--- src/verilog/mmlac_consts.svh ---
/*
 * constants for the memory map and lock access control block
 * assumes inclusion by the package, the design module and the checker only
 */
`ifndef MMLAC_CONSTS_SVH
`define MMLAC_CONSTS_SVH

// ----------------------------------------------------------------
// data space map
// ----------------------------------------------------------------
`define MMLAC_FLASH_BASE 16'h8000
`define MMLAC_PGM_BASE 16'h0000
`define MMLAC_IO_SHORT_END 16'h003f
`define MMLAC_IO_EXT_LO 16'h0040
`define MMLAC_IO_EXT_HI 16'h0fff
`define MMLAC_BIT_IO_END 16'h001f
`define MMLAC_SCRATCH_BASE 16'h001c
`define MMLAC_EE_BASE 16'h1400
`define MMLAC_EE_END 16'h14ff
`define MMLAC_USER_BASE 16'h1300
`define MMLAC_USER_END 16'h131f
`define MMLAC_SRAM_BASE 16'h2000
`define MMLAC_SRAM_END 16'h3fff
`define MMLAC_SECTION_SHIFT 8

// ----------------------------------------------------------------
// scratch register offsets and reset
// ----------------------------------------------------------------
`define MMLAC_SCRATCH0_OFS 2'h0
`define MMLAC_SCRATCH1_OFS 2'h1
`define MMLAC_SCRATCH2_OFS 2'h2
`define MMLAC_SCRATCH3_OFS 2'h3
`define MMLAC_SCRATCH_RST 8'h00

// ----------------------------------------------------------------
// signature space, lock and fuse defaults
// ----------------------------------------------------------------
`define MMLAC_SIG_LAST 8'h02
`define MMLAC_SIB_BASE 8'h80
`define MMLAC_UNLOCK_CODE 8'hc5
`define MMLAC_LOCK_ERASED 8'hc5
`define MMLAC_FUSE_ERASED 8'hff
`define MMLAC_FUSE_CNT 16
`define MMLAC_LOCK_IDX 4'hf
`define MMLAC_CORRUPT_BYTE 8'ha5

`endif

--- src/verilog/mmlac_pkg.sv ---
/*
 * types of the memory map and lock access control block
 * assumes the constants header sits beside it
 */
`include "mmlac_consts.svh"

package mmlac_pkg;

	// ----------------------------------------------------------------
	// requests and answers
	// ----------------------------------------------------------------
	typedef enum logic [2:0] {
		MMLAC_SP_DATA,
		MMLAC_SP_PGM,
		MMLAC_SP_IO,
		MMLAC_SP_SIG,
		MMLAC_SP_FUSE,
		MMLAC_SP_SIB
	} mmlac_space_e;

	typedef enum logic [1:0] {
		MMLAC_OP_RD,
		MMLAC_OP_WR,
		MMLAC_OP_BSET,
		MMLAC_OP_BCLR
	} mmlac_op_e;

	typedef enum logic [3:0] {
		MMLAC_R_NONE,
		MMLAC_R_SRAM,
		MMLAC_R_REGS,
		MMLAC_R_FLASH,
		MMLAC_R_EEPROM,
		MMLAC_R_USER,
		MMLAC_R_SIG,
		MMLAC_R_FUSE,
		MMLAC_R_SIB
	} mmlac_region_e;

	typedef enum logic [1:0] {
		MMLAC_SEC_BOOT,
		MMLAC_SEC_APPCODE,
		MMLAC_SEC_APPDATA
	} mmlac_sect_e;

	typedef struct packed {
		logic valid;
		logic from_dbg;
		logic short_io;
		mmlac_space_e space;
		mmlac_op_e op;
		logic [2:0] bit_sel;
		logic [15:0] addr;
		logic [7:0] wdata;
		logic [15:0] exec_pc;
	} mmlac_req_s;

	typedef struct packed {
		logic granted;
		logic denied;
		mmlac_region_e region;
		logic [15:0] mem_addr;
		logic [7:0] rdata;
	} mmlac_rsp_s;

endpackage : mmlac_pkg
--- src/verilog/mmlac_core.sv ---
/*
 * memory map decoding, lock based access control, fuse shadow with
 * load at reset, and the four bit addressable scratch registers.
 * assumes one 20 MHz clock, synchronous inputs, a memory subsystem
 * that returns read data on mem_rdata in the request cycle, and one
 * request per cycle from the core or the debug port.
 */
`timescale 1ns/100ps
`include "mmlac_consts.svh"

// Overview of operation
// - flash is 16-bit words, 12/13-bit counter
// - data access flash at 0x8000, pgm load 0
// - self writes only into higher sections
// - eeprom and settings page byte wide
// - debug writes settings page when locked
// - three byte signature at 0x00-0x02
// - locked debug sees only info block
// - short io 0x00-0x3f single cycle
// - extended io only via load/store
// - bit ops below 0x20, one bit only
// - four scratch bytes at 0x1c, reset zero
// - any non-unlock lock value locks
// - unlocked debug full access, signature read only
// - locked debug denied all but settings write and info block
// - locked core keeps documented access
// - denied debug read returns corrupt data
// - locked settings page written blind
// - only full erase unlocks device
// - only debug port programs fuses
// - fuses copied out after start-up
// - fuse changes apply after next reset
// - signature row never altered

module mmlac_core
	import mmlac_pkg::*;
#(
	parameter int FLASH_WORDS = 8192,
	parameter logic [7:0] SIG_BYTE0 = 8'h5a,
	parameter logic [7:0] SIG_BYTE1 = 8'h3c,
	parameter logic [7:0] SIG_BYTE2 = 8'h69
)
(
	// clock and reset
	input wire logic clock,
	input wire logic rst,
	input wire logic clk_en,
	// request and answer
	input wire mmlac_req_s req,
	output mmlac_rsp_s rsp,
	input wire logic [7:0] mem_rdata,
	// debug port erase command
	input wire logic full_erase_command,
	// section fields from the fuses
	input wire logic [7:0] boot_section_end,
	input wire logic [7:0] app_code_end,
	// state seen by the rest of the chip
	output logic locked,
	output logic fuses_loaded,
	output logic [8*`MMLAC_FUSE_CNT-1:0] fuse_active,
	output logic [31:0] scratch_bytes,
	output logic [$clog2(FLASH_WORDS)-1:0] pc_word
);

	localparam int PCW = $clog2(FLASH_WORDS);

	// ----------------------------------------------------------------
	// state
	// ----------------------------------------------------------------
	logic [7:0] scratch_ff [4];
	logic [7:0] fuse_nv_ff [`MMLAC_FUSE_CNT];
	logic [7:0] fuse_act_ff [`MMLAC_FUSE_CNT];
	logic loaded_ff;
	mmlac_rsp_s rsp_ff;
	mmlac_rsp_s nxt_rsp;
	logic lock_act;
	logic [15:0] boot_lim;
	logic [15:0] app_lim;
	mmlac_region_e region;
	mmlac_sect_e src_sec;
	mmlac_sect_e dst_sec;
	logic is_wr;
	logic ok;
	logic [1:0] sidx;
	logic is_scratch;
	logic [7:0] rd_val;

	assign lock_act = fuse_act_ff[`MMLAC_LOCK_IDX] != `MMLAC_UNLOCK_CODE;
	assign locked = lock_act;
	assign fuses_loaded = loaded_ff;
	assign rsp = rsp_ff;
	assign pc_word = req.exec_pc[PCW-1:0];

	assign boot_lim = `MMLAC_FLASH_BASE
		+ {boot_section_end, {`MMLAC_SECTION_SHIFT{1'b0}}};
	assign app_lim = (app_code_end != 8'h00) ?
		`MMLAC_FLASH_BASE + {app_code_end, {`MMLAC_SECTION_SHIFT{1'b0}}} :
		16'hffff;

	function automatic mmlac_sect_e sect_of(input logic [15:0] a,
		input logic [15:0] bl, input logic [15:0] al);
		if (a < bl)
			sect_of = MMLAC_SEC_BOOT;
		else if (a < al)
			sect_of = MMLAC_SEC_APPCODE;
		else
			sect_of = MMLAC_SEC_APPDATA;
	endfunction : sect_of

	// ----------------------------------------------------------------
	// address decode
	// ----------------------------------------------------------------
	always_comb
	begin
		region = MMLAC_R_NONE;
		nxt_rsp = '0;
		nxt_rsp.mem_addr = req.addr;
		is_scratch = 1'b0;
		case (req.space)
			// program load sees flash from zero
			MMLAC_SP_PGM:
			begin
				region = MMLAC_R_FLASH;
				nxt_rsp.mem_addr = req.addr + `MMLAC_FLASH_BASE;
			end
			MMLAC_SP_SIG:
				if (req.addr[7:0] <= `MMLAC_SIG_LAST && req.addr[15:8] == 8'h00)
					region = MMLAC_R_SIG;
			MMLAC_SP_FUSE:
				if (req.addr < 16'(`MMLAC_FUSE_CNT))
					region = MMLAC_R_FUSE;
			MMLAC_SP_SIB:
				region = MMLAC_R_SIB;
			MMLAC_SP_IO:
				if (req.addr <= `MMLAC_IO_SHORT_END)
					region = MMLAC_R_REGS;
			MMLAC_SP_DATA:
				if (req.addr >= `MMLAC_FLASH_BASE)
					region = MMLAC_R_FLASH;
				else if (req.addr >= `MMLAC_SRAM_BASE)
					region = MMLAC_R_SRAM;
				else if (req.addr >= `MMLAC_EE_BASE && req.addr <= `MMLAC_EE_END)
					region = MMLAC_R_EEPROM;
				else if (req.addr >= `MMLAC_USER_BASE
					&& req.addr <= `MMLAC_USER_END)
					region = MMLAC_R_USER;
				else if (req.addr <= `MMLAC_IO_EXT_HI && !req.short_io)
					region = MMLAC_R_REGS;
				else if (req.addr <= `MMLAC_IO_SHORT_END)
					region = MMLAC_R_REGS;
			default:
				region = MMLAC_R_NONE;
		endcase
		// short instructions never reach beyond 0x3f
		if (req.short_io && req.addr > `MMLAC_IO_SHORT_END)
			region = MMLAC_R_NONE;
		is_scratch = region == MMLAC_R_REGS
			&& req.addr[15:2] == `MMLAC_SCRATCH_BASE >> 2;
		nxt_rsp.region = region;
	end

	assign sidx = req.addr[1:0];
	assign is_wr = req.op != MMLAC_OP_RD;
	assign src_sec = sect_of(req.exec_pc, boot_lim, app_lim);
	assign dst_sec = sect_of(nxt_rsp.mem_addr, boot_lim, app_lim);

	// ----------------------------------------------------------------
	// permission check
	// ----------------------------------------------------------------
	always_comb
	begin
		ok = 1'b0;
		if (region == MMLAC_R_NONE)
			ok = 1'b0;
		// bit ops only up to 0x1f
		else if ((req.op == MMLAC_OP_BSET || req.op == MMLAC_OP_BCLR)
			&& !(region == MMLAC_R_REGS && req.addr <= `MMLAC_BIT_IO_END))
			ok = 1'b0;
		else if (req.from_dbg)
		begin
			if (lock_act)
				ok = region == MMLAC_R_SIB
					|| (region == MMLAC_R_USER && is_wr);
			else
				// debug full access; signature read only
				ok = !(is_wr && region == MMLAC_R_SIG);
		end
		else
		begin
			case (region)
				// core keeps its access when locked
				MMLAC_R_SRAM, MMLAC_R_REGS, MMLAC_R_USER, MMLAC_R_SIB:
					ok = 1'b1;
				// self writes only go up the sections
				MMLAC_R_FLASH:
					ok = !is_wr || (src_sec < dst_sec);
				MMLAC_R_EEPROM:
					ok = !is_wr
						|| (!lock_act && src_sec != MMLAC_SEC_APPDATA);
				MMLAC_R_SIG, MMLAC_R_FUSE:
					ok = !is_wr;
				default:
					ok = 1'b0;
			endcase
		end
	end

	// byte reads; denied debug reads corrupted
	always_comb
	begin
		rd_val = mem_rdata;
		case (region)
			MMLAC_R_SIG:
				case (req.addr[1:0])
					2'h0: rd_val = SIG_BYTE0;
					2'h1: rd_val = SIG_BYTE1;
					default: rd_val = SIG_BYTE2;
				endcase
			MMLAC_R_FUSE:
				rd_val = fuse_nv_ff[req.addr[3:0]];
			default:
				if (is_scratch)
					rd_val = scratch_ff[sidx];
		endcase
		if (!ok)
			rd_val = req.from_dbg ? `MMLAC_CORRUPT_BYTE : 8'h00;
	end

	// ----------------------------------------------------------------
	// answer register
	// ----------------------------------------------------------------
	always_ff @(posedge clock)
		if (rst)
			rsp_ff <= '0;
		else if (clk_en)
		begin
			rsp_ff <= nxt_rsp;
			rsp_ff.granted <= req.valid && ok;
			// debug reads complete even when denied
			rsp_ff.denied <= req.valid && !ok;
			rsp_ff.rdata <= req.valid && req.op == MMLAC_OP_RD ? rd_val : 8'h00;
		end

	// ----------------------------------------------------------------
	// scratch bytes
	// ----------------------------------------------------------------
	genvar gi;
	generate
		for (gi = 0; gi < 4; gi++)
		begin : g_scr
			// scratch reset and bit ops; one bit only
			always_ff @(posedge clock)
				if (rst)
					scratch_ff[gi] <= `MMLAC_SCRATCH_RST;
				else if (clk_en && req.valid && ok && is_scratch
					&& sidx == 2'(gi))
					case (req.op)
						MMLAC_OP_WR: scratch_ff[gi] <= req.wdata;
						MMLAC_OP_BSET: scratch_ff[gi][req.bit_sel] <= 1'b1;
						MMLAC_OP_BCLR: scratch_ff[gi][req.bit_sel] <= 1'b0;
						default: scratch_ff[gi] <= scratch_ff[gi];
					endcase
			assign scratch_bytes[8*gi +: 8] = scratch_ff[gi];
		end
	endgenerate

	// ----------------------------------------------------------------
	// fuses: stored copy and active copy
	// ----------------------------------------------------------------
	// stored copy is not cleared by rst: it models nonvolatile cells
	generate
		for (gi = 0; gi < `MMLAC_FUSE_CNT; gi++)
		begin : g_fuse
			always_ff @(posedge clock)
				if (clk_en)
				begin
					// erase restores factory value and unlocks
					if (full_erase_command)
						fuse_nv_ff[gi] <= (gi == `MMLAC_LOCK_IDX) ?
							`MMLAC_LOCK_ERASED : `MMLAC_FUSE_ERASED;
					// only the debug port programs fuses
					else if (req.valid && ok && req.from_dbg
						&& region == MMLAC_R_FUSE && req.op == MMLAC_OP_WR
						&& req.addr[3:0] == 4'(gi))
						fuse_nv_ff[gi] <= req.wdata;
				end
			// copy at end of start-up; only after reset
			always_ff @(posedge clock)
				if (rst)
					fuse_act_ff[gi] <= 8'h00;
				else if (clk_en && !loaded_ff)
					fuse_act_ff[gi] <= fuse_nv_ff[gi];
			assign fuse_active[8*gi +: 8] = fuse_act_ff[gi];
		end
	endgenerate

	always_ff @(posedge clock)
		if (rst)
			loaded_ff <= 1'b0;
		else if (clk_en)
			loaded_ff <= 1'b1;

endmodule : mmlac_core

--- config.mk ---
export PLATFORM = sky130hd
export DESIGN_NAME = mmlac_core
export DESIGN_NICKNAME = d
export VERILOG_FILES = /design/src/verilog/mmlac_pkg.sv /design/src/verilog/mmlac_core.sv
export VERILOG_INCLUDE_DIRS = /design/src /design/src/verilog
export SDC_FILE = /design/constraint.sdc
export NUM_CORES = 1
export LEC_CHECK = 0
export ABC_AREA = 1
export BUFFER_PORTS_ARGS = -buffer_cell sky130_fd_sc_hd__buf_2
export CAP_MARGIN = 20
export CORE_ASPECT_RATIO = 0.6
export CORE_UTILIZATION = 45
export CTS_CLUSTER_DIAMETER = 40
export DETAILED_ROUTE_END_ITERATION = 6
export PLACE_DENSITY = 0.67
export SYNTH_ARGS = -nofsm -noshare
export SYNTH_HDL_FRONTEND = slang
export SYNTH_SLANG_ARGS = --single-unit
export TNS_END_PERCENT = 5
--- constraint.sdc ---
create_clock -name clock -period 13.6 [get_ports clock]
set_input_delay 0.68 -clock clock [delete_from_list [all_inputs] [get_ports clock]]
set_output_delay 0.68 -clock clock [all_outputs]
set_load 0.05 [all_outputs]
== Word level (Yosys, flattened, before mapping) ==
Memories as Yosys holds them, arrays and structs flattened.
Cells that the tools add are included.
Word-level totals
  flip-flop bits (word level): 31
  bits in writable memories: 288
  input port bits: 79
  word-level logic and storage cells: 549
  memories: 3
Memory list
  fuse_act_ff: depth 16, width 8, read ports 16, clocked after Yosys merged registers in 0, wr ports 16, line mmlac_core.sv:72  | logic [7:0] fuse_act_ff [`MMLAC_FUSE_CNT];
  fuse_nv_ff: depth 16, width 8, read ports 17, clocked after Yosys merged registers in 0, wr ports 16, line mmlac_core.sv:71  | logic [7:0] fuse_nv_ff [`MMLAC_FUSE_CNT];
  scratch_ff: depth 4, width 8, read ports 5, clocked after Yosys merged registers in 0, wr ports 4, line mmlac_core.sv:70  | logic [7:0] scratch_ff [4];
Cells by class
  add/subtract/negate cells: 3
  magnitude comparators: 19
  equality and inequality tests: 37
  multiplexer cells: 285
  bitwise gates (word level): 132
  reductions and logical operators: 64
Operators with widths (number)
  two-way mux 8 bit: 48
  two-way mux 1 bit: 217
  bitwise OR 1 bit: 132
  less-than comparator 16 bit: 4
  logical AND 1 bit: 42
  == test 4 bit (second input constant): 9
  adder 16 bit (first input constant): 2
  == test 4 x 3 -> 1 bit (second input constant): 8
  greater-or-equal comparator 16 x 13 -> 1 bit (second input constant): 2
  less-or-equal comparator 16 x 13 -> 1 bit (second input constant): 2
  two-way mux 16 bit: 2
  case mux 4 bit (6 select lines): 1
  two-way mux 3 bit: 6
  adder 16 bit (second input constant): 1
  == test 4 x 2 -> 1 bit (second input constant): 4
  greater-or-equal comparator 16 x 14 -> 1 bit (second input constant): 1
  greater-or-equal comparator 16 bit (second input constant): 1
  > comparator 16 x 6 -> 1 bit (second input constant): 1
  less-or-equal comparator 16 x 12 -> 1 bit (second input constant): 1
  less-or-equal comparator 16 x 5 -> 1 bit (second input constant): 1
  less-or-equal comparator 16 x 6 -> 1 bit (second input constant): 1
  less-than comparator 16 x 5 -> 1 bit (second input constant): 1
  case mux 8 bit (2 select lines): 1
  == test 14 x 3 -> 1 bit (second input constant): 1
  28 further kinds: 51

== Depth between registers and ports, before layout ==
  depth in word-level cells: 26
  gate-level depth with buffers: 31
  gate-level depth less buffers: 31

== Least setup slack after synthesis ==
No wires, ideal clock.
  path kind: input port to flip-flop
  start point: input clk_en
  end point: memory fuse_act_ff[0][0] (enable)
  data arrival time: 10013 ps
  data required time: 12808 ps
  setup slack: 2795 ps
  cell stages on the path: 3
  path buffers: 1
  path through: clkinv_1 clkbuf_1 o21ai_0
RTL lines
  start, declared: line mmlac_core.sv:47  | input wire logic clk_en,
  end, declared: line mmlac_core.sv:72

==> results.json <==
{
  "status": "completed",
  "setup_viol": 0,
  "1st_iter_drt_viols": 1705,
  "worst-r2r-setup-slack_ns": 9.77,
  "reg2regPathDepth": 13,
  "tritoncts": "done",
  "power.density_nw_per_um2": 132,
  "route.detailed.wl_per_inst_um": 20.5,
  "layout_cells_sized_above_1_pct": 23.9,
  "async_reset_ff_share_pct": 0,
  "core_region_area_um2": 33800,
  "grt_start_max_net_pins": 76,
  "rr_endpoint": "fuse_nv_ff[5][6]$_SDFFCE_PN1P_",
  "grt_setup_unrepaired": "no",
  "timing_hold_violations_final": 0,
  "power_frac_clock_pct": 39.3,
  "place_inst": 2231,
  "synth_top_cells_by_count": "edfxtp_1 (288), nand2_1 (273), inv_1 (209), nor2_1 (194), o21ai_0 (85)",
  "die_height_um": 146,
  "max-vdd-ir-drop_mv": 0.0771,
  "ios": 284,
  "leftover_overflow_at_the_end_of_global_routing": 0,
  "clock_sinks": 319,
  "die_width_um": 242,
  "leakage_uw": 0.00789,
  "first_global_vias": 11635,
  "synth.yosys.seq_area_share_pct": 59.7,
  "number_of_buffers_added_by_the_clock_tree_synthesis_step": 35,
  "fmax_ghz": 0.203,
  "netlist.top_cell.by_area": "edfxtp_1",
  "syn_nets": 1678,
  "drt_wl_total_um": 47300,
  "worst_slew_pin_slew_ns": 1.11,
  "crit_path_end": "fuse_nv_ff[5][6]$_SDFFCE_PN1P_",
  "final_antenna_net_count": 0,
  "area_growth_syn_to_layout_pct": 19.1,
  "start_util_pct": 45.9,
  "synthCells": 1554,
  "synthDominantCellAreaShare_pct": 55.7,
  "reg2reg_from": "fuse_act_ff[1][59]$_SDFFCE_PN0P_",
  "rows": 52,
  "most_numerous_cell_in_the_yosys_netlist": "edfxtp_1",
  "depth_of_the_cts_h_tree": 2,
  "p_seq_share_pct": 46.6,
  "grt_pass1_wl_um": 70300,
  "design.final.nets": 1942,
  "cap_viol_max_count": 0,
  "yosys_warnings": 0,
  "cts_repair_resize_count": 0,
  "die-area_um2": 35300,
  "root_buffer": "clkbuf_16",
  "grt_util_all_layers_pct": 26.4,
  "detailedPlacementHpwl_um": 34500,
  "ys_top_cells_by_area": "edfxtp_1 (56%), nand2_1 (6.6%), inv_1 (5.0%)",
  "post-route-min-period_ns": 4.93,
  "timing.final.ws_setup_ns": 8.67,
  "worst_skew_pair.late_latency_ns": 0.52,
  "post_synth.cell_area_avg_um2": 10.0,
  "cts_hold_buf": 0,
  "maxSlewViolCount": 0,
  "synth.distinct_cells": 48,
  "biggest_fanout_along_the_worst_timing_path": 14,
  "internal-power_uw": 1760,
  "firstDrtPassIters": 5,
  "initial_antenna_violation_count": 2,
  "totalNegativeSetupSlack_ns": 0,
  "num_vias": 12687,
  "setup.worst_path.end_class": "register",
  "io_buffers": 283,
  "setup.worst_path.class": "input pin to register",
  "fin_crit_sh_pct": 36.3,
  "place_congestion": 0.931,
  "critPathRequiredTime_ns": 13.73,
  "fin_skew_ns": 0.0145,
  "total_net_switching_power_uw": 694,
  "startpoint": "app_code_end[0]",
  "clkSlewWorstSetupHoldPaths_ns": 0.05,
  "post-place-ws_ns": 8.09,
  "holdCritPathClass": "register to register",
  "max-slew-margin-rel_pct": 25.6,
  "remaining_drc_errors": 0,
  "ys_seq_elements": 319,
  "cts_setup_buffers": 0,
  "synth_edf_count": 288,
  "power.share.combinational_pct": 14.1,
  "layoutNonFillerInstCount": 2303,
  "cts_buffer_depth": 3,
  "routed_via_density": 5.51,
  "mappedNetlistArea_um2": 15500,
  "dominant_synthesized_flop_cell": "edfxtp_1",
  "power.switching_fraction_pct": 28.3,
  "cp.arrival_ns": 5.06,
  "crit_path_start_kind": "input pin"
}
-- flip-flops by register name, indices dropped and copies added, names as in the netlist --
| name | flops |
|---|---|
| rsp | 30 |
| scratch_ff | 32 |
| fuse_act_ff | 128 |
| fuses_loaded | 1 |
| fuse_nv_ff | 128 |
-- cell families (layout without fill, tap and decap cells) --
family / count (synthesis) / count (layout) / share of synthesized area (%)
AOI/OAI and AO/OA: 291 / 291 / 11.5
other: 0 / 2 / 0
DFF: 319 / 319 / 59.7
and+or+nand+nor: 595 / 595 / 17.4
xor gates and xnor gates: 1 / 1 / 0.0564
adders and majority gates: 45 / 45 / 3.62
buffers and inverters: 303 / 591 / 7.75
-- per-layer routing --
layer / global-route usage [%] / wire length [um] / up-vias
met2: 37.3 / 19900 / 694
met4: 6.68 / 840 / 0
met1: 40.6 / 21400 / 6065
met5: 0 / 0 / -
li1: - / - / 5856
met3: 5.86 / 5180 / 72
-- worst min path at each step --
stage / slack [ns] / from / endpoint / cells after the start
6_report: 0.47 / rsp[3]$_SDFFE_PP0P_ / rsp[3]$_SDFFE_PP0P_ / 2
5_1_grt: 0.48 / req[31] / rsp[15]$_SDFFE_PP0P_ / 3
4_1_cts: 0.45 / req[31] / rsp[15]$_SDFFE_PP0P_ / 3
3_5_place_dp: 0.46 / rsp[3]$_SDFFE_PP0P_ / rsp[3]$_SDFFE_PP0P_ / 2
3_3_place_gp: 0.45 / rsp[3]$_SDFFE_PP0P_ / rsp[3]$_SDFFE_PP0P_ / 2
2_1_floorplan: 0.53 / fuse_nv_ff[5][0]$_SDFFCE_PN1P_ / fuse_act_ff[0][40]$_SDFFCE_PN0P_ / 2
-- worst max-delay path: stages --
cell and delay [ns]:
buf_2 0.11, nor2_1 0.14, nand2_1 0.08, nor2_2 0.37
inv_1 0.36, ha_1 0.40, a21oi_1 0.16, nor2_1 0.06
a211oi_1 0.18, nand2_1 0.09, nand2_1 0.08, nand2_1 0.05
nand2_1 0.09, inv_1 0.05, ha_1 0.28, nand2_1 0.06
nand2_1 0.04, nand2_1 0.05, nand2_1 0.05, nand2_1 0.12
nand2_1 0.10, inv_2 0.17, nand2_2 0.17, inv_2 0.14
nand2_4 0.12, o21ai_0 0.86
-- area by class of cell --
type                    count  area (um2)
clock inverters            17         200
multi-input cells         932        5090
well taps                 459         574
diodes                      2        5.00
repair buffers            302        1550
flip-flops and latches    319        9270
clock buffers              44         962
inverters                 228         856
fillers                  2998       15300
-- cells in the final DEF (no fill, tap or decap), drive strengths merged, types with 13 or more instances in the layout --
cell type / Yosys / final
a21oi: 58 / 58
buf: 26 / 295
clkbuf: 49 / 51
clkinv: 3 / 13
dfxtp: 31 / 31
edfxtp: 288 / 288
ha: 45 / 45
inv: 225 / 228
nand2: 290 / 290
nand3: 28 / 28
nand4: 18 / 18
nor2: 228 / 228
nor3: 23 / 23
o211ai: 31 / 31
o21ai: 95 / 95
o22ai: 63 / 63
-- power by group through the flow --
stage | sequential [uW] | combinational [uW] | clock (uW)
after floorplan | 1280 | 120 | 0
after global placement | 1160 | 337 | 0
after detailed placement | 1160 | 340 | 0
after CTS | 1140 | 341 | 973
after global routing | 1150 | 365 | 1010
final | 1140 | 346 | 964
-- per-stage QoR --
stage,hold slack (ns),instance area [um2],total power (uW),utilization [%]
CTS,0.455,18400,2460,54.5
floorplan,0.531,15500,1400,-
detailed placement,0.460,17300,1500,51.1
finish,0.466,18500,2450,54.7
global route,0.477,18500,2530,54.7
global placement,0.454,17300,1500,51.1
Power figures use the tool's default switching activity.
